File: src/common/iem_defs.svh
// Purpose: Addresses, bit positions and reset value of the interrupt enable mask register
// Assumes: 8-bit special-function register space with bit addressing
// Notes:   Included by the package user files only
`ifndef IEM_DEFS_SVH
`define IEM_DEFS_SVH

// ----------------------------------------------------------------
// Register location
// ----------------------------------------------------------------
`define IEM_SFR_ADDR      8'hA8
// Bit addresses of this register run from the byte address upward
`define IEM_BIT_BASE      8'hA8
`define IEM_BIT_LAST      8'hAF
`define IEM_RESET_VALUE   8'h00

// ----------------------------------------------------------------
// Field positions
// ----------------------------------------------------------------
`define IEM_GLOBAL_BIT    7
`define IEM_SPI_BIT       6
`define IEM_TIMER2_BIT    5
`define IEM_UART_BIT      4
`define IEM_TIMER1_BIT    3
`define IEM_EXT1_BIT      2
`define IEM_TIMER0_BIT    1
`define IEM_EXT0_BIT      0

`endif

File: src/common/iem_pkg.sv
// Purpose: Types shared by the interrupt enable mask block and its bench
// Assumes: Seven maskable sources, packed in register bit order 6..0
// Notes:   Field order matches the enable register layout below the global bit
package iem_pkg;

  // Source requests or gated requests, msb = serial peripheral unit
  typedef struct packed {
    logic spi;
    logic timer2;
    logic uart;
    logic timer1;
    logic ext1;
    logic timer0;
    logic ext0;
  } iem_req_t;

  // Configuration of one external interrupt input
  typedef struct packed {
    logic edge_mode;   // 1: edge sensitive, 0: level sensitive
    logic active_high; // 1: active high, 0: active low
  } iem_ext_cfg_t;

endpackage

File: src/verilog/iem_ctrl.sv
// Purpose: Interrupt enable mask register and request gating for an 8-bit core
// Assumes: All inputs synchronous to clk; one SFR access port from the CPU
// Notes:   Gated requests and read data are registered, one cycle behind inputs; external pin requests pass the pending flag first, two cycles behind
`timescale 1ns/1ps
`include "iem_defs.svh"

module iem_ctrl #(
  parameter int DATA_W = 8
) (
  input  wire logic                 clk,
  input  wire logic                 rst_n,
  input  wire logic [7:0]           sfr_addr,
  input  wire logic                 sfr_wr,
  input  wire logic                 sfr_rd,
  input  wire logic [DATA_W-1:0]    sfr_wdata,
  input  wire logic [7:0]           bit_addr,
  input  wire logic                 bit_wr,
  input  wire logic                 bit_wdata,
  input  wire logic                 serial_periph_unit_req,
  input  wire logic                 timer2_low_overflow_flag,
  input  wire logic                 timer2_high_overflow_flag,
  input  wire logic                 async_serial_port_req,
  input  wire logic                 timer1_overflow_flag,
  input  wire logic                 timer0_overflow_flag,
  input  wire logic                 ext_irq_input_0,
  input  wire logic                 ext_irq_input_1,
  input  iem_pkg::iem_ext_cfg_t     ext0_cfg,
  input  iem_pkg::iem_ext_cfg_t     ext1_cfg,
  input  wire logic                 ext0_vector_ack,
  input  wire logic                 ext1_vector_ack,
  output logic [DATA_W-1:0]         sfr_rdata,
  output iem_pkg::iem_req_t         irq_req,
  output logic [1:0]                ext_pending
);
  import iem_pkg::*;

  if (DATA_W != 8) begin : g_width_check
    $error("iem_ctrl serves an 8-bit register only");
  end

  // ----------------------------------------------------------------
  // Enable register
  // ----------------------------------------------------------------
  logic [7:0]   interrupt_enable_mask_reg;
  logic         byte_hit;
  logic         bit_hit;
  logic [2:0]   bit_sel;

  // No page input: this register decodes the same on every page
  assign byte_hit = (sfr_addr == `IEM_SFR_ADDR);
  assign bit_hit  = (bit_addr >= `IEM_BIT_BASE) && (bit_addr <= `IEM_BIT_LAST);
  assign bit_sel  = bit_addr[2:0];

  // A byte write wins over a bit write in the same cycle
  always_ff @(posedge clk or negedge rst_n) begin
    if (!rst_n) begin
      interrupt_enable_mask_reg <= `IEM_RESET_VALUE;
    end else if (sfr_wr && byte_hit) begin
      interrupt_enable_mask_reg <= sfr_wdata;
    end else if (bit_wr && bit_hit) begin
      interrupt_enable_mask_reg[bit_sel] <= bit_wdata;
    end
  end

  // Unmapped reads return zero
  always_ff @(posedge clk or negedge rst_n) begin
    if (!rst_n) begin
      sfr_rdata <= 8'h00;
    end else if (sfr_rd && byte_hit) begin
      sfr_rdata <= interrupt_enable_mask_reg;
    end else begin
      sfr_rdata <= 8'h00;
    end
  end

  // ----------------------------------------------------------------
  // External interrupt pending flags
  // ----------------------------------------------------------------
  logic [1:0] ext_active;
  logic [1:0] prev_active;
  logic [1:0] ext_edge;

  assign ext_active[0] = ext0_cfg.active_high ? ext_irq_input_0 : ~ext_irq_input_0;
  assign ext_active[1] = ext1_cfg.active_high ? ext_irq_input_1 : ~ext_irq_input_1;
  assign ext_edge      = ext_active & ~prev_active;

  // Reset to active so an input already asserted at reset is no edge
  always_ff @(posedge clk or negedge rst_n) begin
    if (!rst_n) begin
      prev_active <= 2'h3;
    end else begin
      prev_active <= ext_active;
    end
  end

  // A new edge in the acknowledge cycle keeps the flag set
  always_ff @(posedge clk or negedge rst_n) begin
    if (!rst_n) begin
      ext_pending[0] <= 1'b0;
    end else if (!ext0_cfg.edge_mode) begin
      ext_pending[0] <= ext_active[0];
    end else if (ext_edge[0]) begin
      ext_pending[0] <= 1'b1;
    end else if (ext0_vector_ack) begin
      ext_pending[0] <= 1'b0;
    end
  end

  always_ff @(posedge clk or negedge rst_n) begin
    if (!rst_n) begin
      ext_pending[1] <= 1'b0;
    end else if (!ext1_cfg.edge_mode) begin
      ext_pending[1] <= ext_active[1];
    end else if (ext_edge[1]) begin
      ext_pending[1] <= 1'b1;
    end else if (ext1_vector_ack) begin
      ext_pending[1] <= 1'b0;
    end
  end

  // ----------------------------------------------------------------
  // Request gating
  // ----------------------------------------------------------------
  iem_req_t src;
  iem_req_t next_irq_req;
  logic     global_irq_enable;
  logic     serial_periph_irq_mask;
  logic     timer2_irq_mask;
  logic     async_serial_irq_mask;
  logic     timer1_irq_mask;
  logic     ext_input1_irq_mask;
  logic     timer0_irq_mask;
  logic     ext_input0_irq_mask;

  assign global_irq_enable      = interrupt_enable_mask_reg[`IEM_GLOBAL_BIT];
  assign serial_periph_irq_mask = interrupt_enable_mask_reg[`IEM_SPI_BIT];
  assign timer2_irq_mask        = interrupt_enable_mask_reg[`IEM_TIMER2_BIT];
  assign async_serial_irq_mask  = interrupt_enable_mask_reg[`IEM_UART_BIT];
  assign timer1_irq_mask        = interrupt_enable_mask_reg[`IEM_TIMER1_BIT];
  assign ext_input1_irq_mask    = interrupt_enable_mask_reg[`IEM_EXT1_BIT];
  assign timer0_irq_mask        = interrupt_enable_mask_reg[`IEM_TIMER0_BIT];
  assign ext_input0_irq_mask    = interrupt_enable_mask_reg[`IEM_EXT0_BIT];

  always_comb begin
    src.spi    = serial_periph_unit_req;
    src.timer2 = timer2_low_overflow_flag | timer2_high_overflow_flag;
    src.uart   = async_serial_port_req;
    src.timer1 = timer1_overflow_flag;
    src.ext1   = ext_pending[1];
    src.timer0 = timer0_overflow_flag;
    src.ext0   = ext_pending[0];
    next_irq_req.spi    = global_irq_enable & serial_periph_irq_mask & src.spi;
    next_irq_req.timer2 = global_irq_enable & timer2_irq_mask & src.timer2;
    next_irq_req.uart   = global_irq_enable & async_serial_irq_mask & src.uart;
    next_irq_req.timer1 = global_irq_enable & timer1_irq_mask & src.timer1;
    next_irq_req.ext1   = global_irq_enable & ext_input1_irq_mask & src.ext1;
    next_irq_req.timer0 = global_irq_enable & timer0_irq_mask & src.timer0;
    next_irq_req.ext0   = global_irq_enable & ext_input0_irq_mask & src.ext0;
  end

  // Global enable low blocks every source; high leaves each individual mask in force
  always_ff @(posedge clk or negedge rst_n) begin
    if (!rst_n) begin
      irq_req <= '0;
    end else begin
      irq_req <= next_irq_req;
    end
  end
endmodule // iem_ctrl

File: config.mk
export PLATFORM = sky130hd
export DESIGN_NAME = iem_ctrl
export DESIGN_NICKNAME = d
export VERILOG_FILES = /design/src/common/iem_pkg.sv /design/src/verilog/iem_ctrl.sv
export VERILOG_INCLUDE_DIRS = /design/src /design/src/common
export SDC_FILE = /design/constraint.sdc
export NUM_CORES = 1
export LEC_CHECK = 0
export BUFFER_PORTS_ARGS = -buffer_cell sky130_fd_sc_hd__buf_2
export CORE_AREA = 2 2 47 67
export CTS_CLUSTER_DIAMETER = 50
export DETAILED_ROUTE_END_ITERATION = 6
export DIE_AREA = 0 0 49 69
export PLACE_DENSITY = 0.77
export SLEW_MARGIN = 20
export SYNTH_ARGS = -nofsm -noshare
export SYNTH_HDL_FRONTEND = slang
export SYNTH_SLANG_ARGS = --single-unit
File: constraint.sdc
create_clock -name clk -period 0.8 [get_ports clk]
set_input_delay 0.12 -clock clk [delete_from_list [all_inputs] [get_ports clk]]
set_output_delay 0.12 -clock clk [all_outputs]
set_load 0.1 [all_outputs]
==> results.sh <==
export IMPL_start_util=0.427
export IMPL_timing_final_crit_share=1.49
export IMPL_power_mw=2.92
export IMPL_clock_latency_ns=0.26
export IMPL_worst_slew_pin_slew_ns=0.331
export IMPL_p_per_area_nw_per_um2=1470
export IMPL_synth_seq_cells=27
export IMPL_row_count=23
export IMPL_seq_area_frac_synth=0.569
export IMPL_routed_wl_um=3300
export IMPL_switchingPower_uw=821
export IMPL_area_delta_synth_final_pct=67.1
export IMPL_final_layout_size_suffix_gt1_frac=0.600
export IMPL_yosys_area_share_simple=0.269
export IMPL_setup_viol=35
export IMPL_synth_top_area_share=0.525
export IMPL_grt_pass1_vias=1048
export IMPL_synth_area_leader_cell="dfrtp_1"
export IMPL_ant_nets=0
export IMPL_clkTransAtPathRegs_ns=0.09
export IMPL_pwr_share_seq=0.529
export IMPL_synth_common_cells="25 x dfrtp_1, 8 x a31oi_1, 8 x and2_1, 8 x nor4_1, 7 x nand2_1"
export IMPL_portBuffers=60
export IMPL_yosysWarnings=0
export IMPL_antenna_found_initial=0
export IMPL_criticalPathCategory="in2reg"
export IMPL_synthDistinctLibCells=32
export IMPL_highest_signal_layer="met4"
export IMPL_p_comb_frac=0.215
export IMPL_dieWidth_um=49
export IMPL_clockRootBuffer="clkbuf_8"
export IMPL_synth_compound_area_frac=0.111
export IMPL_grt_overflow=0
export IMPL_first_pass_iters=4
export IMPL_cts_buffer_depth=2
export IMPL_core_um2=2790
export IMPL_cts_buffers=3
export IMPL_synthAdderAreaFrac=0
export IMPL_wl_met3_um=171
export IMPL_synth_top_family_by_area="simple AND/OR/NAND/NOR gates"
export IMPL_met1Wirelength_um=1160
export IMPL_met2_length_um=1900
export IMPL_die_h_um=69
export IMPL_critPathArrivalTime_ns=1.38
export IMPL_diodes=0
export IMPL_cp_required_ns=0.99
export IMPL_crit_path_start_kind="primary input"
export IMPL_synth_mux_area_fraction=0
export IMPL_switching_share=0.281
export IMPL_rsz0062_at_grt="yes"
export IMPL_grt_max_degree=16
export IMPL_dieArea_um2=3380
export IMPL_syn_num_nets=153
export IMPL_fmax_mhz=837
export IMPL_maxCapViolCount=0
export IMPL_violations="negative setup slack"
export IMPL_path_max_fanout=8
export IMPL_finish_net_count=220
export IMPL_ios=61
export IMPL_synth_ff_type="dfrtp_1"
export IMPL_finalCriticalPeriod_ns=1.20
export IMPL_ys_top_cells_by_area="dfrtp_1 53%, dfstp_2 4.4%, a31oi_1 4.2%, and2_1 4.2%, nor4_1 4.2%"
export IMPL_htreeDepth=1
export IMPL_syn_inst=109
export IMPL_hp_class="in2reg"
export IMPL_viasPerCell=5.53
export IMPL_ir_drop_uv=943
export IMPL_endpoint_kind="flop"
export IMPL_netlist_area_um2=1190
export IMPL_p_leak_nw=0.883
export IMPL_ys_async_sr_fraction=1.00
export IMPL_finalHoldViolCount=0
export IMPL_fin_worst_skew_ns=0.00312
export IMPL_worst_slack_ns=-0.395
export IMPL_wl_per_cell_um=15.5
export IMPL_clock_sinks=27
export IMPL_finalCoreUtilization=0.713
export IMPL_grt_pass1_wl_um=4690
export IMPL_track_usage=0.180
export IMPL_synth_edff_count=0
export IMPL_clockPowerShare=0.256
export IMPL_internal_power_mw=2.10
export IMPL_relSlewSlack=0.777
export IMPL_gp_congestion=0.833
export IMPL_vias=1173
export IMPL_slew_violations=0
export IMPL_drc=0
export IMPL_yosysMostFrequentCell="dfrtp_1"
export IMPL_synth_xor_area_frac=0.0147
export IMPL_first_iter_violations=45
export IMPL_cts_tree="built"
export IMPL_syn_area_per_cell_um2=10.9
export IMPL_status="finished, violations left"
[power by group through the flow]
stage | clock network (mW) | logic, mW | registers (mW)
6_report | 0.749 | 0.628 | 1.54
5_1_grt | 0.796 | 0.665 | 1.55
4_1_cts | 0.745 | 0.601 | 1.53
3_5_place_dp | 0 | 0.570 | 1.56
3_3_place_gp | 0 | 0.554 | 1.55
2_1_floorplan | 0 | 0.149 | 1.68
[worst max-delay path: stages]
cell,delay [ns]
buf_6,0.09
or4b_4,0.53
or3_4,0.44
a31oi_2,0.20
[logic make-up after synthesis]
kind of cell	Yosys count
AND/OR/NAND/NOR	52
flip-flops	27
AO/OA/AOI/OAI	19
buffers and inverters	9
XOR/XNOR	2
[final timing paths]
| check | cells past startpoint | from | to | slack (ns) |
|---|---|---|---|---|
| worst min-delay path | 2 | ext_irq_input_0 | prev_active[0] | 0.009 |
| max in group asynchronous | 3 | rst_n | irq_req[4] | 0.16 |
| min in group asynchronous | 2 | rst_n | ext_pending[0] | 0.26 |
| worst max register to register | 2 | ext_pending[1] | irq_req[2] | -0.07 |
| worst min register to register | 1 | interrupt_enable_mask_reg[3] | sfr_rdata[3] | 0.52 |
| worst max-delay path | 4 | sfr_addr[1] | interrupt_enable_mask_reg[4] | -0.40 |
[placed cells by master, fill, tap and decap left out, types with 3 or more instances in the layout]
| master | instances |
|---|---|
| buf_2 | 42 |
| nor4_1 | 7 |
| and3_1 | 5 |
| buf_4 | 6 |
| dfrtp_1 | 7 |
| dfrtp_2 | 16 |
| nand4_1 | 3 |
| a31oi_1 | 6 |
| nand2_1 | 5 |
| and2_1 | 8 |
| buf_12 | 18 |
| clkbuf_8 | 3 |
| nand3_1 | 6 |
| o31ai_1 | 4 |
[per-stage QoR]
step	TNS (ns)	hold slack (ns)	setup slack [ns]	std cells	cell area, um^2
2_1_floorplan	-10.47	-0.176	-0.685	109	1230
3_3_place_gp	-10.52	0.0191	-0.691	206	1850
3_5_place_dp	-10.99	0.0209	-0.737	206	1850
4_1_cts	-8.69	0.00714	-0.365	212	1950
5_1_grt	-10.04	0.0102	-0.450	212	1990
6_report	-9.08	0.00894	-0.395	212	1990
[cell type report]
class	instances	area, um^2
clock buffer	4	45.0
fill	210	801
inverter	2	7.51
multi-input combinational	73	538
sequential	27	706
tap	37	46.3
timing repair buffer	69	648
[layer usage]
metal,GRT usage,up-vias
met5,0,-
met4,0.0952,0
met3,0.0152,4
met2,0.353,54
met1,0.179,569
li1,-,546
[timing repair]
| item | in CTS | in global routing |
|---|---|---|
| pin swaps | 5 | 1 |
| endpoints found under the hold margin | 26 | 0 |
| setup buffers | 1 | 1 |
| hold buffers | 1 | 0 |
| resized for setup | 6 | 10 |
| setup endpoints to repair | 33 | 41 |
(Power assumes the default switching activity.)
